## src/rtl/bre_pkg.sv

```systemverilog
package bre_pkg;

  // ------------------------------------------------------------------
  // Configuration space byte offsets.
  // ------------------------------------------------------------------
  localparam logic [7:0] BRE_OFF_CMD        = 8'h04;
  localparam logic [7:0] BRE_OFF_STATUS     = 8'h06;
  localparam logic [7:0] BRE_OFF_SEC_STATUS = 8'h1e;
  localparam logic [7:0] BRE_OFF_BRIDGE_CTL = 8'h3e;
  localparam logic [7:0] BRE_OFF_DIAG_CTL   = 8'h5c;
  localparam logic [7:0] BRE_OFF_ERR_MASK   = 8'h64;
  localparam logic [7:0] BRE_OFF_ERR_FLAGS  = 8'h6a;

  // ------------------------------------------------------------------
  // Field positions.
  // ------------------------------------------------------------------
  localparam int BRE_CMD_PERR_RESP   = 6;
  localparam int BRE_CMD_SERR_EN     = 8;
  localparam int BRE_STS_DPE_MASTER  = 8;
  localparam int BRE_STS_DET_PERR    = 15;
  localparam int BRE_SSTS_SIG_SERR   = 14;
  localparam int BRE_BCTL_SERR_FWD   = 1;
  localparam int BRE_BCTL_MABORT_MD  = 5;
  localparam int BRE_DIAG_PAR_GEN    = 14;

  // Error condition bits, shared by the mask and the flag registers.
  localparam int BRE_EV_PW_PARITY    = 1;
  localparam int BRE_EV_PW_TIMEOUT   = 2;
  localparam int BRE_EV_PW_TABORT    = 3;
  localparam int BRE_EV_PW_MABORT    = 4;
  localparam int BRE_EV_DW_TIMEOUT   = 5;
  localparam int BRE_EV_DR_TIMEOUT   = 6;
  localparam logic [7:0] BRE_EV_IMPL = 8'h7e;

  // ------------------------------------------------------------------
  // Reset values and widths.
  // ------------------------------------------------------------------
  localparam logic [15:0] BRE_RST_16 = 16'h0000;
  localparam logic [7:0]  BRE_RST_8  = 8'h00;
  localparam logic [31:0] BRE_RST_32 = 32'h0000_0000;
  localparam logic [2:0]  BRE_FUNC0  = 3'h0;

  typedef enum logic [1:0] {
    BRE_RD_IDLE,
    BRE_RD_DRAIN,
    BRE_RD_DISC
  } bre_rd_state_t;

endpackage : bre_pkg

```

## src/rtl/bre_sticky.sv

```systemverilog
`timescale 1ns/1ps

// ---------------------------------------------------------------------
// Sticky flags: hardware sets, software clears by writing one.
// ---------------------------------------------------------------------
module bre_sticky #(
  parameter int W = 1
) (
  input  wire logic         clk_sys,
  input  wire logic         sys_rst,
  input  wire logic [W-1:0] set_i,
  input  wire logic [W-1:0] clr_i,
  output logic      [W-1:0] flag_q
);

  logic [W-1:0] flag_d;

  // A set in the same cycle as a clear wins, so no event is lost.
  assign flag_d = set_i | (flag_q & ~clr_i);

  always_ff @(posedge clk_sys or posedge sys_rst) begin
    if (sys_rst) begin
      flag_q <= '0;
    end else begin
      flag_q <= flag_d;
    end
  end

endmodule : bre_sticky

```

## src/rtl/bre_error_report.sv

```systemverilog
`timescale 1ns/1ps

module bre_error_report
  import bre_pkg::*;
(
  clk_sys,
  sys_rst,
  cfg_req,
  cfg_type0,
  cfg_idsel,
  cfg_func,
  cfg_write,
  cfg_addr,
  cfg_be,
  cfg_wdata,
  cfg_claim,
  cfg_rvalid,
  cfg_rdata,
  ev_err,
  sec_serr_seen,
  addr_parity_err,
  data_parity_err,
  master_perr_seen,
  wr_burst_tabort,
  rd_burst_tabort,
  rd_data_left,
  prim_access_sec_rst,
  serr_o,
  serr_oe_n,
  perr_o,
  perr_oe_n,
  parity_generate,
  prim_target_abort,
  prim_ones_fill,
  rd_disconnect
);

  input  wire logic        clk_sys;
  input  wire logic        sys_rst;
  input  wire logic        cfg_req;
  input  wire logic        cfg_type0;
  input  wire logic        cfg_idsel;
  input  wire logic [2:0]  cfg_func;
  input  wire logic        cfg_write;
  input  wire logic [7:2]  cfg_addr;
  input  wire logic [3:0]  cfg_be;
  input  wire logic [31:0] cfg_wdata;
  output wire logic        cfg_claim;
  output logic             cfg_rvalid;
  output logic      [31:0] cfg_rdata;
  input  wire logic [7:0]  ev_err;
  input  wire logic        sec_serr_seen;
  input  wire logic        addr_parity_err;
  input  wire logic        data_parity_err;
  input  wire logic        master_perr_seen;
  input  wire logic        wr_burst_tabort;
  input  wire logic        rd_burst_tabort;
  input  wire logic        rd_data_left;
  input  wire logic        prim_access_sec_rst;
  output wire logic        serr_o;
  output logic             serr_oe_n;
  output wire logic        perr_o;
  output logic             perr_oe_n;
  output wire logic        parity_generate;
  output logic             prim_target_abort;
  output logic             prim_ones_fill;
  output wire logic        rd_disconnect;

  // -------------------------------------------------------------------
  // Configuration decode
  // -------------------------------------------------------------------
  logic [15:0] cmd_q;
  logic [15:0] bctl_q;
  logic [15:0] diag_q;
  logic [7:0]  mask_q;
  logic [15:0] status_q;
  logic [15:0] sec_status_q;
  logic [7:0]  flags_q;
  logic [31:0] rd_mux;

  wire hit_cmd  = cfg_addr == BRE_OFF_CMD[7:2];
  wire hit_sec  = cfg_addr == BRE_OFF_SEC_STATUS[7:2];
  wire hit_bctl = cfg_addr == BRE_OFF_BRIDGE_CTL[7:2];
  wire hit_diag = cfg_addr == BRE_OFF_DIAG_CTL[7:2];
  wire hit_mask = cfg_addr == BRE_OFF_ERR_MASK[7:2];
  wire hit_flag = cfg_addr == BRE_OFF_ERR_FLAGS[7:2];

  // Other functions stay unclaimed so the access ends in a master abort.
  assign cfg_claim = cfg_req & cfg_type0 & cfg_idsel & (cfg_func == BRE_FUNC0);
  wire   wr_ok     = cfg_claim & cfg_write;

  // Byte lane writes: each register sits in the lanes its offset names.
  wire [3:0] wr_cmd  = {4{wr_ok & hit_cmd}}  & cfg_be;
  wire [3:0] wr_sec  = {4{wr_ok & hit_sec}}  & cfg_be;
  wire [3:0] wr_bctl = {4{wr_ok & hit_bctl}} & cfg_be;
  wire [3:0] wr_diag = {4{wr_ok & hit_diag}} & cfg_be;
  wire [3:0] wr_mask = {4{wr_ok & hit_mask}} & cfg_be;
  wire [3:0] wr_flag = {4{wr_ok & hit_flag}} & cfg_be;

  wire [15:0] wd_lo = cfg_wdata[15:0];
  wire [15:0] wd_hi = cfg_wdata[31:16];

  // -------------------------------------------------------------------
  // Writable control registers
  // -------------------------------------------------------------------
  logic [15:0] cmd_d;
  logic [15:0] bctl_d;
  logic [15:0] diag_d;
  logic [7:0]  mask_d;

  // Only the bits this block acts on are kept; the rest read as zero.
  assign cmd_d[15:9]  = '0;
  assign cmd_d[8]     = wr_cmd[1] ? wd_lo[BRE_CMD_SERR_EN] : cmd_q[8];
  assign cmd_d[7]     = 1'b0;
  assign cmd_d[6]     = wr_cmd[0] ? wd_lo[BRE_CMD_PERR_RESP] : cmd_q[6];
  assign cmd_d[5:0]   = '0;
  assign bctl_d[15:6] = '0;
  assign bctl_d[5]    = wr_bctl[2] ? wd_hi[BRE_BCTL_MABORT_MD] : bctl_q[5];
  assign bctl_d[4:2]  = '0;
  assign bctl_d[1]    = wr_bctl[2] ? wd_hi[BRE_BCTL_SERR_FWD] : bctl_q[1];
  assign bctl_d[0]    = 1'b0;
  assign diag_d[15]   = 1'b0;
  assign diag_d[14]   = wr_diag[1] ? wd_lo[BRE_DIAG_PAR_GEN] : diag_q[14];
  assign diag_d[13:0] = '0;
  assign mask_d       = wr_mask[0] ? (cfg_wdata[7:0] & BRE_EV_IMPL) : mask_q;

  // Every condition starts enabled, and reporting starts off.
  always_ff @(posedge clk_sys or posedge sys_rst) begin
    if (sys_rst) begin
      cmd_q  <= BRE_RST_16;
      bctl_q <= BRE_RST_16;
      diag_q <= BRE_RST_16;
      mask_q <= BRE_RST_8;
    end else begin
      cmd_q  <= cmd_d;
      bctl_q <= bctl_d;
      diag_q <= diag_d;
      mask_q <= mask_d;
    end
  end

  assign parity_generate = diag_q[BRE_DIAG_PAR_GEN];

  // -------------------------------------------------------------------
  // Error conditions
  // -------------------------------------------------------------------
  wire serr_en  = cmd_q[BRE_CMD_SERR_EN];
  wire perr_rsp = cmd_q[BRE_CMD_PERR_RESP];

  // Flags record an enabled condition even while reporting is off, so
  // software can still see what happened after enabling late.
  wire [7:0] ev_live = ev_err & ~mask_q & BRE_EV_IMPL;

  wire fwd_serr = sec_serr_seen & bctl_q[BRE_BCTL_SERR_FWD];
  wire par_serr = perr_rsp & (addr_parity_err | wr_burst_tabort
                             | rd_burst_tabort);
  wire serr_req = serr_en & ((|ev_live) | fwd_serr | par_serr);

  // -------------------------------------------------------------------
  // Open-drain error outputs
  // -------------------------------------------------------------------
  assign serr_o = 1'b0;
  assign perr_o = 1'b0;

  // The enable is registered, so the pin goes low one clock after the request and stays low while it lasts.
  always_ff @(posedge clk_sys or posedge sys_rst) begin
    if (sys_rst) begin
      serr_oe_n <= 1'b1;
      perr_oe_n <= 1'b1;
    end else begin
      serr_oe_n <= ~serr_req;
      perr_oe_n <= ~(perr_rsp & data_parity_err);
    end
  end

  // -------------------------------------------------------------------
  // Status flags
  // -------------------------------------------------------------------
  logic [1:0] sts_set;
  logic [1:0] sts_clr;
  logic [1:0] sts_q;

  assign sts_set[1] = addr_parity_err | data_parity_err;
  assign sts_set[0] = perr_rsp & (data_parity_err | master_perr_seen);
  assign sts_clr[1] = wr_cmd[3] & wd_hi[BRE_STS_DET_PERR];
  assign sts_clr[0] = wr_cmd[3] & wd_hi[BRE_STS_DPE_MASTER];

  bre_sticky #(.W(2)) u_status (
    .clk_sys (clk_sys),
    .sys_rst (sys_rst),
    .set_i   (sts_set),
    .clr_i   (sts_clr),
    .flag_q  (sts_q)
  );

  logic sig_serr_q;

  bre_sticky #(.W(1)) u_sec_status (
    .clk_sys (clk_sys),
    .sys_rst (sys_rst),
    .set_i   (serr_req),
    .clr_i   (wr_sec[3] & wd_hi[BRE_SSTS_SIG_SERR]),
    .flag_q  (sig_serr_q)
  );

  // Writing zero leaves a flag alone; writing one clears it.
  bre_sticky #(.W(8)) u_flags (
    .clk_sys (clk_sys),
    .sys_rst (sys_rst),
    .set_i   (ev_live),
    .clr_i   ({8{wr_flag[2]}} & cfg_wdata[23:16]),
    .flag_q  (flags_q)
  );

  always_comb begin
    status_q                     = BRE_RST_16;
    status_q[BRE_STS_DET_PERR]   = sts_q[1];
    status_q[BRE_STS_DPE_MASTER] = sts_q[0];
    sec_status_q                 = BRE_RST_16;
    sec_status_q[BRE_SSTS_SIG_SERR] = sig_serr_q;
  end

  // -------------------------------------------------------------------
  // Abort handling toward the initiator
  // -------------------------------------------------------------------
  wire mabort_mode = bctl_q[BRE_BCTL_MABORT_MD];

  // With abort mode set the initiator gets a target abort; otherwise
  // reads return all ones and writes are quietly completed.
  always_ff @(posedge clk_sys or posedge sys_rst) begin
    if (sys_rst) begin
      prim_target_abort <= 1'b0;
      prim_ones_fill    <= 1'b0;
    end else begin
      prim_target_abort <= wr_burst_tabort
                           | (prim_access_sec_rst & mabort_mode);
      prim_ones_fill    <= prim_access_sec_rst & ~mabort_mode;
    end
  end

  bre_rd_state_t rd_st_q;
  bre_rd_state_t rd_st_d;

  // A read abort keeps delivering fetched data and then disconnects.
  always_comb begin
    rd_st_d = rd_st_q;
    case (rd_st_q)
      BRE_RD_IDLE: begin
        if (rd_burst_tabort) begin
          rd_st_d = rd_data_left ? BRE_RD_DRAIN : BRE_RD_DISC;
        end
      end
      BRE_RD_DRAIN: begin
        if (!rd_data_left) begin
          rd_st_d = BRE_RD_DISC;
        end
      end
      BRE_RD_DISC: begin
        rd_st_d = BRE_RD_IDLE;
      end
      default: begin
        rd_st_d = BRE_RD_IDLE;
      end
    endcase
  end

  always_ff @(posedge clk_sys or posedge sys_rst) begin
    if (sys_rst) begin
      rd_st_q <= BRE_RD_IDLE;
    end else begin
      rd_st_q <= rd_st_d;
    end
  end

  assign rd_disconnect = rd_st_q == BRE_RD_DISC;

  // -------------------------------------------------------------------
  // Read data
  // -------------------------------------------------------------------
  wire [31:0] rd_cmd  = {status_q, cmd_q};
  wire [31:0] rd_sec  = {sec_status_q, BRE_RST_16};
  wire [31:0] rd_bctl = {bctl_q, BRE_RST_16};
  wire [31:0] rd_diag = {BRE_RST_16, diag_q};
  wire [31:0] rd_mask = {BRE_RST_16, BRE_RST_8, mask_q};
  wire [31:0] rd_flag = {BRE_RST_8, flags_q, BRE_RST_16};

  // Unmapped words read as zero.
  assign rd_mux = hit_cmd  ? rd_cmd  :
                  hit_sec  ? rd_sec  :
                  hit_bctl ? rd_bctl :
                  hit_diag ? rd_diag :
                  hit_mask ? rd_mask :
                  hit_flag ? rd_flag : BRE_RST_32;

  always_ff @(posedge clk_sys or posedge sys_rst) begin
    if (sys_rst) begin
      cfg_rvalid <= 1'b0;
      cfg_rdata  <= BRE_RST_32;
    end else begin
      cfg_rvalid <= cfg_claim & ~cfg_write;
      if (cfg_claim & ~cfg_write) begin
        cfg_rdata <= rd_mux;
      end
    end
  end

endmodule : bre_error_report

```

## config.mk

```make
export PLATFORM = sky130hd
export DESIGN_NAME = bre_error_report
export DESIGN_NICKNAME = d
export VERILOG_FILES = /design/src/rtl/bre_pkg.sv /design/src/rtl/bre_sticky.sv /design/src/rtl/bre_error_report.sv
export SDC_FILE = /design/constraint.sdc
export NUM_CORES = 1
export LEC_CHECK = 0
export BUFFER_PORTS_ARGS = -buffer_cell sky130_fd_sc_hd__buf_2
export CAP_MARGIN = 20
export CORE_ASPECT_RATIO = 0.8
export CORE_MARGIN = 2
export CORE_UTILIZATION = 45
export DETAILED_ROUTE_END_ITERATION = 10
export PLACE_DENSITY = 0.86
export SYNTH_ARGS = -nofsm -noshare
export SYNTH_HDL_FRONTEND = slang
export SYNTH_SLANG_ARGS = --single-unit
export TNS_END_PERCENT = 5
```

## constraint.sdc

```tcl
create_clock -name clk_sys -period 1.5 [get_ports clk_sys]
set_input_delay 0.075 -clock clk_sys [delete_from_list [all_inputs] [get_ports clk_sys]]
set_output_delay 0.075 -clock clk_sys [all_outputs]
set_load 0.02 [all_outputs]
```

== Yosys cells after proc, flatten, opt, wreduce, memory -nomap -nowiden ==
Index checks and enable logic that the tools add are counted.

* Bitwise logic cells: 50
* Reductions and logical operators: 4
* Eq/ne operators: 10
* Multiplexer cells: 10

{| class="wikitable"
|+ Operators by type and width
! operator !! number
|-
| $mux 24 || 4
|-
| $mux 32 || 1
|-
| $mux 31 || 1
|-
| $and 1x1->1 || 23
|-
| $eq 6x5->1 const B || 3
|-
| $and 8x8->8 || 2
|-
| $and 4x4->4 || 2
|-
| $not 8->8 || 1
|-
| $or 1x1->1 || 8
|-
| $or 7x8->8 || 1
|-
| $and 7x7->7 || 1
|-
| $not 7->7 || 1
|-
| $and 3x3->3 || 2
|-
| $eq 6x1->1 const B || 1
|-
| $eq 6x3->1 const B || 1
|-
| $eq 6x4->1 const B || 1
|-
| $mux 2 || 3
|-
| $reduce_or 6->1 || 1
|-
| $not 1->1 || 5
|-
| $and 2x2->2 || 2
|-
| $ne 2x2->1 const B || 2
|-
| $pmux 2 s2 || 1
|-
| $logic_not 3->1 || 1
|-
| $eq 2x1->1 const B || 1
|-
| 5 further kinds || 5
|}

* Output and inout bits: 42
* Flip-flop bits (word level): 61
* Bits of input ports: 67
* Logic and storage cells: 89

== Longest topological paths before layout ==
* Depth after elaboration: 10
* Mapped depth: 6
* Depth with buffers taken out: 4

== By module ==
Synthesis repeated with hierarchy kept, for this count alone.

* Cell total of the unflattened synthesis: 194
* Area, all modules: 2279.7 µm²

{| class="wikitable"
|+ Modules (own cells, without submodules)
! module !! cells each !! seq. area each (µm²) !! area an instance (µm²) !! times used
|-
| bre_error_report || 158 || 928.4 || 1869.3 || 1
|-
| bre_sticky (u_flags) || 25 || 200.2 || 294.0 || 1
|-
| bre_sticky (u_status) || 7 || 50.0 || 76.3 || 1
|-
| bre_sticky (u_sec_status) || 4 || 25.0 || 40.0 || 1
|}

== Worst setup path after synthesis ==
No wires, ideal clock.

* Path type: input -> register
* Start: in cfg_func[1]
* End: reg mask_q[1]
* Path buffers: 1
* Setup slack: 0.091 ns
* Setup time: 0.127 ns
* Data arrival time: 1.282 ns
* Stages on the path: 5
* Data required time: 1.373 ns
* Path through: nand4b_4 -> nor4b_4 -> and3_1 -> buf_4 -> mux2_1

* Word-level cells in the longest chain between the ends: 5

{| class="wikitable"
|+ Ends and longest elaborated chain
! item !! line !! source
|-
| start: declaration || bre_error_report.sv:43 || <nowiki>input wire logic [2:0] cfg_func;</nowiki>
|-
| $logic_not 3->1 || bre_error_report.sv:89 || <nowiki>assign cfg_claim = cfg_req & cfg_type0 & cfg_idsel & (cfg_func == BRE_FUNC0);</nowiki>
|-
| $and 1x1->1 || bre_error_report.sv:89 ||
|-
| $and 1x1->1 || bre_error_report.sv:90 || <nowiki>wire wr_ok = cfg_claim & cfg_write;</nowiki>
|-
| $and 1x1->1 (2 in series) || bre_error_report.sv:97 || <nowiki>wire [3:0] wr_mask = {4{wr_ok & hit_mask}} & cfg_be;</nowiki>
|-
| end signal: assignment || bre_error_report.sv:138 || <nowiki>mask_q <= mask_d;</nowiki>
|-
| end: declaration || bre_error_report.sv:75 || <nowiki>logic [7:0] mask_q;</nowiki>
|}

Every way passes these cells.
A chain may end at the register's enable or synchronous reset.

== Final worst setup path ==
* Start: in addr_parity_err
* End: reg u_sec_status.flag_q

* Word-level cells in the longest chain between the ends: 6

{| class="wikitable"
|+ Ends and longest elaborated chain
! item !! line !! source
|-
| start: declaration || bre_error_report.sv:53 || <nowiki>input wire logic addr_parity_err;</nowiki>
|-
| $or 1x1->1 || bre_error_report.sv:155 || <nowiki>wire par_serr = perr_rsp & (addr_parity_err | wr_burst_tabort</nowiki>
|-
| $or 1x1->1 || bre_error_report.sv:156 || <nowiki>| rd_burst_tabort);</nowiki>
|-
| $and 1x1->1 || bre_error_report.sv:155 ||
|-
| $or 1x1->1 || bre_error_report.sv:157 || <nowiki>wire serr_req = serr_en & ((|ev_live) | fwd_serr | par_serr);</nowiki>
|-
| $and 1x1->1 || bre_error_report.sv:157 ||
|-
| $or 1x1->1 || bre_sticky.sv:19 || <nowiki>assign flag_d = set_i | (flag_q & ~clr_i);</nowiki>
|-
| net u_sec_status.flag_d || bre_sticky.sv:16 || <nowiki>logic [W-1:0] flag_d;</nowiki>
|-
| end signal: assignment || bre_sticky.sv:25 || <nowiki>flag_q <= flag_d;</nowiki>
|-
| end: declaration || bre_sticky.sv:13 || <nowiki>output logic [W-1:0] flag_q</nowiki>
|}

The timed path passes the listed nets, and every way through them passes these cells.

==> run_results.csv <==
group,metric,value,unit
status,status,"finished, final reports clean",
clock_network,clkSlewWorstSetupHoldPaths,90,ps
die,die_w,82.04,µm
routing,vias,1813,
setup_path,slowest_stage,"dlygate4sd3_1",
routing,ant_nets,0,
pwr,p_leak,1.496,nW
logic_synthesis,yosysSeqAreaShare,54.91,%
die,num_rows,22,
global_routing,grt_overflow,0,
timing,finalHoldViolCount,0,
pwr,irDropWorstVdd,0.6398,mV
setup_path,cp_max_fo,2,
die,start_util,47.40,%
setup_path,timing.critical_path.buf_inv,2,
timing,fin_skew,6.320,ps
pwr,cellPowerDensity,800.6,nW/µm²
logic_synthesis,synth_seq_cells,48,
setup_path,critPathKind,"in -> reg",
timing,finalCritPeriodShare,95.04,%
logic_synthesis,yosysMostFrequentCell,"dfrtp_1",
logic_synthesis,synth_enable_flop_cells,0,
logic_synthesis,synth.distinct_cells,37,
timing,fmax,701.5,MHz
timing,setup_violations,0,
logic_synthesis,synth_warnings,0,
layout,drive_gt1_share,37.75,%
logic_synthesis,synth_area_leaders,"dfrtp_1 (53%), buf_4 (5.5%), nand2_1 (4.8%), mux2_1 (4.1%), o21ai_0 (3.4%)",
routing,avgRoutedWirePerCell,14.21,µm
layout,area_growth,35.56,%
routing,drc,0,
clock_network,clock_path_buffers,2,
logic_synthesis,yosys.area.top_type,"dfrtp_1",
hold_path,hold_class,"in -> reg",
die,io_pins,109,
setup_path,cp-start-kind,"input pin",
clock_network,htree_levels,2,
run,drv_cap,0,
logic_synthesis,ys_async_sr_fraction,100.0,%
logic_synthesis,synth_top_cell_area_share,52.51,%
die,die_area,5449,µm²
clock_network,cts_buffers,5,
setup_path,critical_path.max_stage_delay,530,ps
routing,drt_wl_total,5144,µm
logic_synthesis,synth_area,2192,µm²
logic_synthesis,synth_top_flop_cell,"dfrtp_1",
setup_path,cp_data_arrival_time,1630,ps
layout,num_antenna_cells,0,
clock_network,clock-sinks,48,
placement,io_buffers,78,
global_routing,grt_max_degree,31,
logic_synthesis,syn_area_per_cell,11.48,µm²
timing,report.final.slew_viol_count,0,
setup_path,timing.critical_path.required,1700,ps
die,core-area,4624,µm²
setup_path,path_cells,"dlygate4sd3_1, buf_2, o31a_1, o41ai_2, a21bo_2",
setup_path,critPathTopFamily,"compound AO/OA/AOI/OAI gates",
pwr,total_power,2.379,mW
layout,final_nets,368,
clock_network,insertion_delay,310,ps
placement,gp_congestion,0.8305,
global_routing,antenna_found_initial,0,
clock_network,cts_root_buffer,"clkbuf_8",
layout,multi_input_comb_area,894.6,µm²
global_routing,grt_pass1_wl,8266,µm
global_routing,grt_pass1_vias,1758,
routing,routed_via_density,5.008,
logic_synthesis,syn_inst,191,
die,die_h,66.43,µm
timing,min_period,1426,ps
layout,register_area,1204,µm²
setup_path,cp-end-kind,"flop",
timing,rsz0062_at_grt,"false",
routing,drt_iter0_drc,174,
layout,final.fill_count,396,
logic_synthesis,synth.cells.most_frequent,"dfrtp_1 (46), nand2_1 (28), buf_4 (16), o21ai_0 (15)",
routing,dr.pass1.iters,4,
clock_network,cts_tree,"built",
global_routing,grt_use_total,20.71,%
timing,tns,0,ps
placement,post-dp-hpwl,3801,µm
what timing repair did:
item	CTS	global route
gates resized for setup	0	1
hold buffers	20	0
hold endpoints to repair	37	0
buffers inserted	0	0
endpoints found under the setup margin	0	1
state kept, by name, indices dropped and copies added (netlist names):
signal	count
bctl_q	2
cfg_rdata	19
cfg_rvalid	1
cmd_q	2
diag_q	1
mask_q	6
perr_oe_n	1
prim_ones_fill	1
prim_target_abort	1
rd_st_q	2
serr_oe_n	1
u_flags.flag_q	8
u_sec_status.flag_q	1
u_status.flag_q	2
layout by cell type, fill, tap and decap left out, drive strengths merged:
cell and n:
dfrtp 46, o21ai 15, dlygate4sd3 20, o21bai 1, nor3b 1, dfstp 2
buf 90, nand4 5, inv 3, clkinvlp 1, or3 1, conb 15
o41ai 1, nand2 28, mux2 11, or4 1, and3 2, a211o 1
a22o 5, nand4bb 1, nor2 4, nand3 5, clkbuf 7, nand4b 1
a22oi 3, a21bo 2, nand2b 6, o31a 1, a21boi 2, nor3 3
nor4b 3, a21o 2, nor2b 8, a31oi 5
per-stage QoR:
| stage | hold WS, ps | cell area [µm²] | setup WS [ps] | util [%] | cells |
|---|---|---|---|---|---|
| 2_1_floorplan | 118.5 | 2245 | 90.87 | - | 205 |
| 5_1_grt | 7.479 | 2972 | 29.78 | 64.26 | 362 |
| 3_3_place_gp | 95.17 | 2670 | 18.74 | 57.74 | 334 |
| 3_5_place_dp | 102.5 | 2670 | -27.18 | 57.74 | 334 |
| 6_report | 8.976 | 2972 | 74.39 | 64.26 | 362 |
| 4_1_cts | 6.153 | 2964 | 27.27 | 64.10 | 362 |
layer usage:
layer / up-vias / routed length (µm) / GRT usage (%)
met5: - / 0 / 0
met4: 0 / 96 / 8.125
met3: 11 / 482 / 6.694
met2: 83 / 2442 / 32.72
met1: 858 / 2123 / 26.30
li1: 861 / - / -
worst register-to-register path, cell delays in order, from the launching register on:
cell and delay, ps:
dfrtp_1 360, nand2b_1 170, nand2_1 100, o41ai_2 320, a21bo_2 260
area by class of cell:
cell class	count	share of cell area, %
Sequential cell	48	40.51
Multi-Input combinational cell	133	30.11
Timing Repair Buffer	110	23.33
Clock buffer	7	2.905
Tap cell	60	2.526
Inverter	3	0.3789
Clock inverter	1	0.2526
kinds of logic (layout without fill, tap and decap cells):
kind of cell,Yosys count,count (layout),share of synthesized area (%)
other cells,1,15,0.1711
flops,48,48,54.91
mux,11,11,5.651
simple gates,69,69,20.55
compound gates,38,38,11.70
buf+inv,24,121,7.021
report_power, final:
part	total, mW	internal [mW]	switching, mW
logic	0.269	0.125	0.144
registers	1.31	1.30	0.00476
clock network	0.800	0.375	0.426
total	2.38	1.80	0.575
path summary, 6_finish.rpt:
path | startpoint | slack (ps) | cells past startpoint | endpoint
max | addr_parity_err | 70 | 5 | u_sec_status.flag_q
min | cfg_wdata[6] | 9 | 2 | mask_q[6]
max reg2reg | mask_q[3] | 200 | 4 | u_sec_status.flag_q
min reg2reg | cfg_rdata[16] | 480 | 2 | cfg_rdata[16]
max in group asynchronous | sys_rst | 620 | 4 | serr_oe_n
min in group asynchronous | sys_rst | 310 | 3 | cfg_rvalid
No activity file was read; power rests on OpenSTA's default activity.
